**src/cpsw_cfg.svh**
```systemverilog
`ifndef CPSW_CFG_SVH
`define CPSW_CFG_SVH

// ==========================================================
// Register indices and byte addresses (byte address = 4 * index)
`define CPSW_IDX_PSW       12'hfb0
`define CPSW_IDX_PRIO      12'hfb2
`define CPSW_IDX_POWER_CONTROL      12'hfb3
`define CPSW_ADDR_PSW      14'h3ec0
`define CPSW_ADDR_PRIO     14'h3ec8
`define CPSW_ADDR_POWER_CONTROL     14'h3ecc

// ==========================================================
// Field positions
`define CPSW_POWER_CONTROL_MODE_HI  3
`define CPSW_POWER_CONTROL_MODE_LO  2
`define CPSW_POWER_CONTROL_CLK_HI   1
`define CPSW_POWER_CONTROL_CLK_LO   0
`define CPSW_PSW_CARRY     7
`define CPSW_PSW_SKIP_HI   6
`define CPSW_PSW_SKIP_LO   4
`define CPSW_PSW_IS_HI     3
`define CPSW_PSW_IS_LO     2
`define CPSW_PSW_EMB       1
`define CPSW_PSW_ERB       0
`define CPSW_PRIO_IME      3

// ==========================================================
// Reset values
`define CPSW_POWER_CONTROL_RST      4'h0
`define CPSW_PRIO_RST      4'h0
`define CPSW_SKIP_RST      3'h0
`define CPSW_IS_RST        2'h0
`define CPSW_CARRY_RST     1'h0

// ==========================================================
// Clock divider ratios of the system clock
`define CPSW_DIV_SLOW      64
`define CPSW_DIV_MID       8
`define CPSW_DIV_FAST      4

`endif

```
**src/cpsw_pkg.sv**
```systemverilog
package cpsw_pkg;

  // ==========================================================
  // Power state, Gray coded along normal -> idle -> stop
  typedef enum logic [1:0] {
    CPSW_NORMAL = 2'h0,
    CPSW_IDLE   = 2'h1,
    CPSW_STOP   = 2'h3
  } cpsw_pwr_e;

  // Operating mode field codes
  typedef enum logic [1:0] {
    CPSW_MODE_NORMAL = 2'h0,
    CPSW_MODE_IDLE   = 2'h1,
    CPSW_MODE_STOP   = 2'h2,
    CPSW_MODE_RSVD   = 2'h3
  } cpsw_mode_e;

  // Clock select codes
  typedef enum logic [1:0] {
    CPSW_CLK_DIV64 = 2'h0,
    CPSW_CLK_RSVD  = 2'h1,
    CPSW_CLK_DIV8  = 2'h2,
    CPSW_CLK_DIV4  = 2'h3
  } cpsw_clk_e;

  // Interrupt status codes
  typedef enum logic [1:0] {
    CPSW_IS_ALL  = 2'h0,
    CPSW_IS_HIGH = 2'h1,
    CPSW_IS_NONE = 2'h2,
    CPSW_IS_UNDF = 2'h3
  } cpsw_is_e;

endpackage : cpsw_pkg

```
**src/cpsw_top.sv**
```systemverilog
// The AHB-Lite slave port is this design's own decision.
`timescale 1ns/1ps
`include "cpsw_cfg.svh"

// Notes on behaviour
// - Mode field 00 keeps the CPU running in its normal mode.
// - Writing mode 01 puts the device into the idle power-down state.
// - Writing mode 10 puts the device into the stop power-down state.
// - Clock select 00, 10, 11 runs the CPU clock at system clock / 64, / 8, / 4.
// - The carry flag reads 1 after an overflow or borrow and 0 otherwise.
// - Interrupt status 00 serves all, 01 only selected high priority, 10 none, 11 undefined.
// - With the master enable clear no interrupt is served whatever the status holds.
module cpsw_top (
  input  wire logic        clk_in,
  input  wire logic        rst_n_in,
  input  wire logic        hsel_in,
  input  wire logic [31:0] haddr_in,
  input  wire logic [1:0]  htrans_in,
  input  wire logic        hwrite_in,
  input  wire logic [2:0]  hsize_in,
  input  wire logic [31:0] hwdata_in,
  input  wire logic        hready_in,
  output logic [31:0]      hrdata_out,
  output logic             hreadyout_out,
  output logic             hresp_out,
  input  wire logic        carry_we_in,
  input  wire logic        carry_in,
  input  wire logic [2:0]  skip_set_in,
  input  wire logic        skip_clr_in,
  input  wire logic        wake_in,
  input  wire logic        int_req_in,
  input  wire logic        int_req_high_in,
  output logic             cpu_clk_en_out,
  output logic             idle_out,
  output logic             stop_out,
  output logic             carry_out,
  output logic [2:0]       skip_flags_out,
  output logic [1:0]       int_status_out,
  output logic             mem_bank_enable_out,
  output logic             reg_bank_enable_out,
  output logic             int_service_out
);

  cpsw_pkg::cpsw_pwr_e state_ff;
  cpsw_pkg::cpsw_pwr_e nxt_state;
  logic [1:0]  clk_sel_ff;
  logic        ime_ff;
  logic [2:0]  prio_sel_ff;
  logic        carry_ff;
  logic        nxt_carry;
  logic [2:0]  skip_ff;
  logic [2:0]  nxt_skip;
  logic [1:0]  is_ff;
  logic [1:0]  nxt_is;
  logic        emb_ff;
  logic        nxt_emb;
  logic        erb_ff;
  logic        nxt_erb;
  logic        dp_wr_ff;
  logic [13:0] dp_addr_ff;
  logic [31:0] hrdata_ff;
  logic        ap_valid;
  logic        wr_psw;
  logic        wr_power_control;
  logic        wr_prio;
  logic [1:0]  wr_mode;
  logic        pd_seen_ff;

  // ==========================================================
  // AHB-Lite slave: zero wait states, always OKAY
  assign ap_valid      = hsel_in && hready_in && htrans_in[1];
  assign hreadyout_out = 1'b1;
  assign hresp_out     = 1'b0;
  assign hrdata_out    = hrdata_ff;
  assign wr_psw        = dp_wr_ff && (dp_addr_ff == `CPSW_ADDR_PSW);
  assign wr_power_control       = dp_wr_ff && (dp_addr_ff == `CPSW_ADDR_POWER_CONTROL);
  assign wr_prio       = dp_wr_ff && (dp_addr_ff == `CPSW_ADDR_PRIO);
  assign wr_mode       = hwdata_in[`CPSW_POWER_CONTROL_MODE_HI:`CPSW_POWER_CONTROL_MODE_LO];

  // Address phase capture
  always_ff @(posedge clk_in) begin
    if (!rst_n_in) begin
      dp_wr_ff   <= 1'b0;
      dp_addr_ff <= 14'h0;
    end else begin
      dp_wr_ff   <= ap_valid && hwrite_in;
      dp_addr_ff <= haddr_in[13:0];
    end
  end

  // Read data from next values, so a write just before is seen
  always_ff @(posedge clk_in) begin
    if (!rst_n_in) begin
      hrdata_ff <= 32'h0;
    end else if (ap_valid && !hwrite_in) begin
      if (haddr_in == {18'h0, `CPSW_ADDR_PSW}) begin
        hrdata_ff <= {24'h0, nxt_carry, nxt_skip, nxt_is, nxt_emb, nxt_erb};
      end else begin
        hrdata_ff <= 32'h0; // Write-only and unmapped words read zero
      end
    end
  end

  // ==========================================================
  // Power control: clock select and priority register
  always_ff @(posedge clk_in) begin
    if (!rst_n_in) begin
      clk_sel_ff <= 2'(`CPSW_POWER_CONTROL_RST);
    end else if (wr_power_control) begin
      clk_sel_ff <= hwdata_in[`CPSW_POWER_CONTROL_CLK_HI:`CPSW_POWER_CONTROL_CLK_LO];
    end
  end

  always_ff @(posedge clk_in) begin
    if (!rst_n_in) begin
      {ime_ff, prio_sel_ff} <= `CPSW_PRIO_RST;
    end else if (wr_prio) begin
      {ime_ff, prio_sel_ff} <= hwdata_in[3:0];
    end
  end

  // Power state machine; a wake event returns to normal
  always_comb begin
    nxt_state = state_ff;
    case (state_ff)
      cpsw_pkg::CPSW_NORMAL: begin
        if (wr_power_control && wr_mode == cpsw_pkg::CPSW_MODE_IDLE) begin
          nxt_state = cpsw_pkg::CPSW_IDLE;
        end else if (wr_power_control && wr_mode == cpsw_pkg::CPSW_MODE_STOP) begin
          nxt_state = cpsw_pkg::CPSW_STOP;
        end
      end
      cpsw_pkg::CPSW_IDLE: begin
        if (wake_in) nxt_state = cpsw_pkg::CPSW_NORMAL;
      end
      cpsw_pkg::CPSW_STOP: begin
        if (wake_in) nxt_state = cpsw_pkg::CPSW_NORMAL;
      end
      default: nxt_state = cpsw_pkg::CPSW_NORMAL;
    endcase
  end

  always_ff @(posedge clk_in) begin
    if (!rst_n_in) begin
      state_ff <= cpsw_pkg::CPSW_NORMAL;
    end else begin
      state_ff <= nxt_state;
    end
  end

  assign idle_out = (state_ff == cpsw_pkg::CPSW_IDLE);
  assign stop_out = (state_ff == cpsw_pkg::CPSW_STOP);

  // CPU clock enable runs only in normal mode
  cpsw_clkdiv i_cpsw_clkdiv (
    .clk_in   (clk_in),
    .rst_n_in (rst_n_in),
    .run_in   (state_ff == cpsw_pkg::CPSW_NORMAL),
    .sel_in   (clk_sel_ff),
    .tick_out (cpu_clk_en_out)
  );

  // ==========================================================
  // Program status word next values
  always_comb begin
    nxt_carry = carry_ff;
    nxt_skip  = skip_ff;
    nxt_is    = is_ff;
    nxt_emb   = emb_ff;
    nxt_erb   = erb_ff;
    if (wr_psw) begin
      nxt_carry = hwdata_in[`CPSW_PSW_CARRY];
      nxt_is    = hwdata_in[`CPSW_PSW_IS_HI:`CPSW_PSW_IS_LO];
      nxt_emb   = hwdata_in[`CPSW_PSW_EMB];
      nxt_erb   = hwdata_in[`CPSW_PSW_ERB];
    end
    if (carry_we_in) nxt_carry = carry_in;
    if (skip_clr_in) nxt_skip = `CPSW_SKIP_RST;
    nxt_skip = nxt_skip | skip_set_in;
  end

  // Power-down flag frozen by reset, so carry survives a reset of any length
  always_ff @(posedge clk_in) begin
    if (rst_n_in) begin
      pd_seen_ff <= (nxt_state != cpsw_pkg::CPSW_NORMAL);
    end
  end

  // Carry is kept over a reset taken in power-down
  always_ff @(posedge clk_in) begin
    if (!rst_n_in) begin
      carry_ff <= pd_seen_ff ? carry_ff : `CPSW_CARRY_RST;
    end else begin
      carry_ff <= nxt_carry;
    end
  end

  always_ff @(posedge clk_in) begin
    if (!rst_n_in) begin
      skip_ff <= `CPSW_SKIP_RST;
      is_ff   <= `CPSW_IS_RST;
      emb_ff  <= 1'b0;
      erb_ff  <= 1'b0;
    end else begin
      skip_ff <= nxt_skip;
      is_ff   <= nxt_is;
      emb_ff  <= nxt_emb;
      erb_ff  <= nxt_erb;
    end
  end

  assign carry_out           = carry_ff;
  assign skip_flags_out      = skip_ff;
  assign int_status_out      = is_ff;
  assign mem_bank_enable_out = emb_ff;
  assign reg_bank_enable_out = erb_ff;

  // ==========================================================
  // Interrupt service gating by master enable and status
  always_comb begin
    int_service_out = 1'b0;
    if (ime_ff) begin
      case (cpsw_pkg::cpsw_is_e'(is_ff))
        cpsw_pkg::CPSW_IS_ALL:  int_service_out = int_req_in;
        cpsw_pkg::CPSW_IS_HIGH: int_service_out = int_req_high_in;
        default:                int_service_out = 1'b0;
      endcase
    end
  end

  // ==========================================================
  // Checks
  logic [6:0] gap_ff;

  // Cycles since the last tick; all ones marks a gap broken by reset, a power control write or a power-down state
  always_ff @(posedge clk_in) begin
    if (!rst_n_in || wr_power_control || state_ff != cpsw_pkg::CPSW_NORMAL) begin
      gap_ff <= 7'h7f;
    end else if (cpu_clk_en_out) begin
      gap_ff <= 7'h0;
    end else if (gap_ff != 7'h7f) begin
      gap_ff <= gap_ff + 7'h1;
    end
  end
endmodule : cpsw_top

```
**src/cpsw_clkdiv.sv**
```systemverilog
`timescale 1ns/1ps
`include "cpsw_cfg.svh"

module cpsw_clkdiv #(
  parameter int DIV_SLOW = `CPSW_DIV_SLOW,
  parameter int DIV_MID  = `CPSW_DIV_MID,
  parameter int DIV_FAST = `CPSW_DIV_FAST
) (
  input  wire logic       clk_in,
  input  wire logic       rst_n_in,
  input  wire logic       run_in,
  input  wire logic [1:0] sel_in,
  output logic            tick_out
);

  logic [6:0] cnt_ff;
  logic [6:0] limit;

  // ==========================================================
  // Divisor selection; the unlisted code keeps the slowest rate
  always_comb begin
    case (cpsw_pkg::cpsw_clk_e'(sel_in))
      cpsw_pkg::CPSW_CLK_DIV8: limit = 7'(DIV_MID - 1);
      cpsw_pkg::CPSW_CLK_DIV4: limit = 7'(DIV_FAST - 1);
      default:                 limit = 7'(DIV_SLOW - 1);
    endcase
  end

  // Free count while running, held at zero when halted
  always_ff @(posedge clk_in) begin
    if (!rst_n_in || !run_in) begin
      cnt_ff <= 7'h0;
    end else if (cnt_ff >= limit) begin
      cnt_ff <= 7'h0;
    end else begin
      cnt_ff <= cnt_ff + 7'h1;
    end
  end

  // One system clock wide CPU clock enable
  assign tick_out = run_in && (cnt_ff >= limit);

endmodule : cpsw_clkdiv

```
**config.mk**
```make
export PLATFORM = sky130hd
export DESIGN_NAME = cpsw_top
export DESIGN_NICKNAME = d
export VERILOG_FILES = /design/src/cpsw_pkg.sv /design/src/cpsw_top.sv /design/src/cpsw_clkdiv.sv
export VERILOG_INCLUDE_DIRS = /design/src
export SDC_FILE = /design/constraint.sdc
export NUM_CORES = 1
export LEC_CHECK = 0
export BUFFER_PORTS_ARGS = -buffer_cell sky130_fd_sc_hd__buf_4
export CAP_MARGIN = 15
export CORE_ASPECT_RATIO = 2
export CORE_MARGIN = 2
export CORE_UTILIZATION = 40
export CTS_BUF_LIST = sky130_fd_sc_hd__clkbuf_2
export CTS_CLUSTER_SIZE = 24
export DETAILED_ROUTE_END_ITERATION = 16
export GPL_TIMING_DRIVEN = 0
export PLACE_DENSITY = 0.79
export RECOVER_POWER = 25
export SLEW_MARGIN = 5
export SYNTH_ARGS = -nofsm -noshare
export SYNTH_HDL_FRONTEND = slang
export SYNTH_SLANG_ARGS = --single-unit
```
**constraint.sdc**
```tcl
create_clock -name clk_in -period 2 [get_ports clk_in]
set_clock_uncertainty 0.2 [all_clocks]
set_input_delay 0 -clock clk_in [delete_from_list [all_inputs] [get_ports clk_in]]
set_output_delay 0 -clock clk_in [all_outputs]
set_load 0.005 [all_outputs]
```
Word level (Yosys, flattened, before mapping)
Index checks and enable logic that the tools add are counted.
Storage, ports and cells
  register bits: 68
  input bits: 83
  output and inout bits: 46
  logic and storage cells: 63
Operators by class
  $add $sub $neg: 1
  $lt $le $gt $ge: 1
  equality and inequality tests: 12
  mux-type cells: 16
  bitwise operators: 1
  reductions and logical operators: 19
Operators by type and width (count)
  $eq A14 B14 Y1 const B: 3
  $eq A32 B14 Y1 const B: 1
  $pmux W6 S2: 1
  $logic_and A1 B1 Y1: 10
  $eq A2 B2 Y1 const B: 4
  $mux W2: 4
  $mux W8: 1
  $add A7 B1 Y7 const B: 1
  $ge A7 B6 Y1: 1
  $mux W1: 7
  $eq A2 B1 Y1 const B: 3
  $logic_not A2 Y1: 2
  $pmux W2 S2: 1
  $reduce_or A2 Y1: 2
  $logic_not A1 Y1: 3
  $mux W3: 1
  $or A3 B3 Y3: 1
  $ne A2 B2 Y1 const B: 1
  $pmux W1 S2: 1
  $reduce_bool A2 Y1: 1
  $logic_or A1 B1 Y1: 1

Logic depth before layout (Yosys ltp)
  word-level depth: 7
  depth in mapped cells: 5
  depth with buffers taken out: 5

Hierarchy
From an unflattened synthesis, not the netlist that was laid out.
Second synthesis, totals
  cells, all modules: 228
  area total of the unflattened synthesis: 2114.5 µm²
Modules (own cells, without submodules)
  cpsw_top: times used 1, cells each 185, area each 1696.6 µm², sequential area each 760.7 µm²
  cpsw_clkdiv: times used 1, cells each 43, area each 417.9 µm², sequential area each 140.1 µm²

Worst setup path after synthesis
No wires, ideal clock.
  path kind: register -> register
  start point: reg dp_addr_ff[1]
  end point: reg hrdata_ff[2], in the netlist hrdata_out[2]
  library setup time: 115 ps
  arrival: 1592 ps
  data required time: 1685 ps
  path slack: 93 ps
  stages on the path, launching flop included: 5
  buffers on the path: 0
  clock period less this slack: 1907 ps
  cells stage by stage: dfxtp_1 -> or4_4 -> nor4_4 -> mux2i_1 -> a31o_1
Between the ends
  word-level cells in the longest chain between the ends: 4
RTL lines
  start, declared: line cpsw_top.sv:60  | logic [13:0] dp_addr_ff;
  start signal, assigned: line cpsw_top.sv:87  | dp_addr_ff <= haddr_in[13:0];
  $eq A14 B14 Y1 (no source line)
  $logic_and A1 B1 Y1: line cpsw_top.sv:75  | assign wr_psw = dp_wr_ff && (dp_addr_ff == `CPSW_ADDR_PSW);
  $mux W2: line cpsw_top.sv:171  | if (wr_psw) begin
  $mux W8: line cpsw_top.sv:96  | if (haddr_in == {18'h0, `CPSW_ADDR_PSW}) begin
  end signal, assigned: line cpsw_top.sv:97  | hrdata_ff <= {24'h0, nxt_carry, nxt_skip, nxt_is, nxt_emb, nxt_erb};
  end, declared: line cpsw_top.sv:61  | logic [31:0] hrdata_ff;
Every way passes these cells.
A chain may end at the register's enable or synchronous reset.

Final worst setup path
  start point: reg dp_addr_ff[1]
  end point: reg hrdata_ff[1], in the netlist hrdata_out[1]
Between the ends
  word-level cells in the longest chain between the ends: 4
RTL lines (line)
  $eq A14 B14 Y1 (no source line)
  $logic_and A1 B1 Y1: cpsw_top.sv:75
  $mux W1: cpsw_top.sv:171
  $mux W8: cpsw_top.sv:96
Every way passes these cells.

==> results.md <==
- DR pass1 iterations: 4
- Die Y: approximately 110 µm
- Power share of the clock group: 22.6%
- Comb power frac: 19.4%
- Crit Path Class: reg -> reg
- Final net count: 451
- Root buf cell: clkbuf_2
- Maxcap violations: 0
- Post-synth EDFFs: 2
- Syn Inst Count: between 200 and 250
- Synth area leader: dfxtp_1
- Setup TNS Final: -0.2194 ns
- #FFs+latches synth: 44
- GP Congestion: 0.7310
- Final WS setup: -0.06105 ns
- Main area contributors after synthesis: dfxtp_1 41%, buf_4 9.5%, and2_1 5.5%
- CTS max path bufs: 2
- Pin count of the biggest net entering global routing: 13
- CP required: about 2.1 ns
- Final Hold Viols: 0
- Synth async-reset ratio: 0%
- Post-DP HPWL: 3664 µm
- Slew Viols, Final: 0
- Routed wire length per instance: between 10 and 15 µm
- Startpoint Class: flip-flop
- Most common cell in the netlist: dfxtp_1
- TritonCTS clock tree: done
- Register Area: roughly 900 µm²
- Vias per inst: 4.813
- Dpl ws: -0.09924 ns
- Crit. End Element: flip-flop
- Skew-Pair Late Insertion Delay: 0.39 ns
- Max frequency: 0.4852 GHz
- Hold Path Class: in -> reg
- Avg Cell Area, Syn: 9.689 µm²
- Sequential power share: 58.0%
- # port buffers: between 70 and 80
- CTS sink count: 44
- Placed Area: 2739 µm²
- Drt initial violations: 37
- Netlist cell types: 39
- WL final: 6043 µm
- DIE AREA: ~5700 µm²
- Initial antenna violation count: 2
- Int Pwr: 1.206 mW
- Vias in the first global route: 1,866
- # rows: 36
- First-pass GRT wire length: ~8000 µm
- IO Count: around 130
- Actual slew at the worst max-slew pin: between 0.5 and 0.6 ns
- Cell Area, Synth: 2044 µm²
- P per Cell Area: around 480 nW/µm²
- CP Max Fanout: 5
- Status: complete, but fails checks
- CORE AREA: 4910 µm²
- Final Cycle Share: 103.1%
- Post-route design area: 3364 µm²
- Number of fill cells: 364
- Synth top area share: 41.13%
- GR Overflow Total: 0
- Die W: between 50 and 60 µm
- Fraction of layout cells with a size suffix above 1: 35.16%
- Failing checks: setup timing
- CTS Buf Count: 5
- Post-layout util: 68.53%
- Initial core utilization: 41.64%
- Yosys Warn Count: 0
- Finished Layout Cells: 423
- Area Overhead vs Synth: 64.57%
- Arr. time, crit path: 2.19 ns
- H-tree levels: 2
- Final hold slack: between 0.03 and 0.04 ns
- Routed Antenna Nets: 0
- Tot GR Track Use: 18.84%
- Area of the multi-input gates: 1076 µm²
- Slew HR: 60.67%
- Peak VDD IR: 0.5697 mV
- Power Total: 1.599 mW
- Tmin final: 2.061 ns
- Switching power: 0.3927 mW
- DRC viols: 0
- Cells after DPL: 363
- Synth Flop Type: dfxtp_1
- Leakage power: 1.585 nW
- Endpoints failing setup: 5
- RSZ-0062 raised after global routing: true
- Clock slew at reported path FFs: 0.22 ns
- Via count: 2,036
- Switch share: 24.57%
- List of most frequent post-synthesis cells: 42 x dfxtp_1, 26 x buf_4, 18 x and2_1
- Sequential element share of the synthesized area: 44.06%
-- worst max-delay path, cell delays in order, from the launching register on --
cell and delay [ns]:
dfxtp_1 0.35, or4_4 0.58, nor4_4 0.25, buf_6 0.20, mux2i_1 0.25, a31o_2 0.17
-- layer usage --
metal / track usage, % / share of wire [%] / vias to the layer above
li1: - / - / 987
met1: 18.97 / 34 / 949
met2: 33.99 / 56 / 80
met3: 3.286 / 4.5 / 20
met4: 9.643 / 4.8 / 0
met5: 0 / 0 / -
-- power groups by stage --
stage / Sequential, mW / Combinational (mW) / Clock [mW]
detailed placement: 0.943 / 0.214 / 0
global route: 0.930 / 0.335 / 0.413
floorplan: 0.940 / 0.107 / 0
global placement: 0.941 / 0.209 / 0
CTS: 0.925 / 0.264 / 0.365
finish: 0.927 / 0.310 / 0.361
-- final cells by class --
cell class | instances | area share [%]
multi-input cells | 157 | 31.98
repair buffers | 122 | 31.05
flip-flops and latches | 44 | 26.96
plain buffers | 31 | 6.359
well taps | 57 | 2.120
clock buffers | 7 | 1.041
inverters | 2 | 0.2231
diodes | 2 | 0.1488
clock inverters | 1 | 0.1116
-- final timing paths --
check / from / to / slack [ns] / depth (start not counted)
max: dp_addr_ff[1]$_SDFF_PN0_ / hrdata_out[1]$_SDFFE_PN0P_ / -0.06 / 5
min: hwdata_in[7] / carry_out$_SDFFCE_PN0P_ / 0.04 / 4
max reg2reg: dp_addr_ff[1]$_SDFF_PN0_ / hrdata_out[1]$_SDFFE_PN0P_ / -0.06 / 5
min reg2reg: i_cpsw_clkdiv.cnt_ff[0]$_SDFF_PP0_ / i_cpsw_clkdiv.cnt_ff[0]$_SDFF_PP0_ / 0.24 / 1
-- registers in the layout, indices dropped and copies added (netlist names), 2 cells and up --
name / count
skip_flags_out: 3
clk_sel_ff: 2
i_cpsw_clkdiv.cnt_ff: 7
int_status_out: 2
hrdata_out: 8
dp_addr_ff: 14
state_ff: 2
-- cell usage in the layout, fill, tap and decap left out, drive strengths merged, types with 3 or more instances in the layout --
cell and count:
xnor2 3, nand2 11, nor2b 8, a21boi 3, nor2 12, and3 11
ha 5, o21ai 3, o21a 4, dlygate4sd3 50, nand3 4, xor2 3
buf 98, nor4 7, nand4 5, mux2i 8, dfxtp 42, and2 18
a31o 8, conb 26, clkbuf 12
-- what timing repair did --
action	in CTS	in global routing
gates cloned	0	0
pin swaps	1	2
buffers inserted	1	0
resized for setup	6	13
setup endpoints to repair	7	24
endpoints found under the hold margin	38	8
hold buffers	31	19
-- logic make-up after synthesis --
group | after synthesis | synth area share [%]
other cells | 2 | 0.3673
mux | 8 | 3.917
simple gates | 89 | 26.38
fa+ha+maj | 5 | 3.060
compound gates | 23 | 8.629
buf+inv | 34 | 11.02
flops | 44 | 44.06
xor+xnor | 6 | 2.571
No activity file was read; power rests on OpenSTA's default activity.
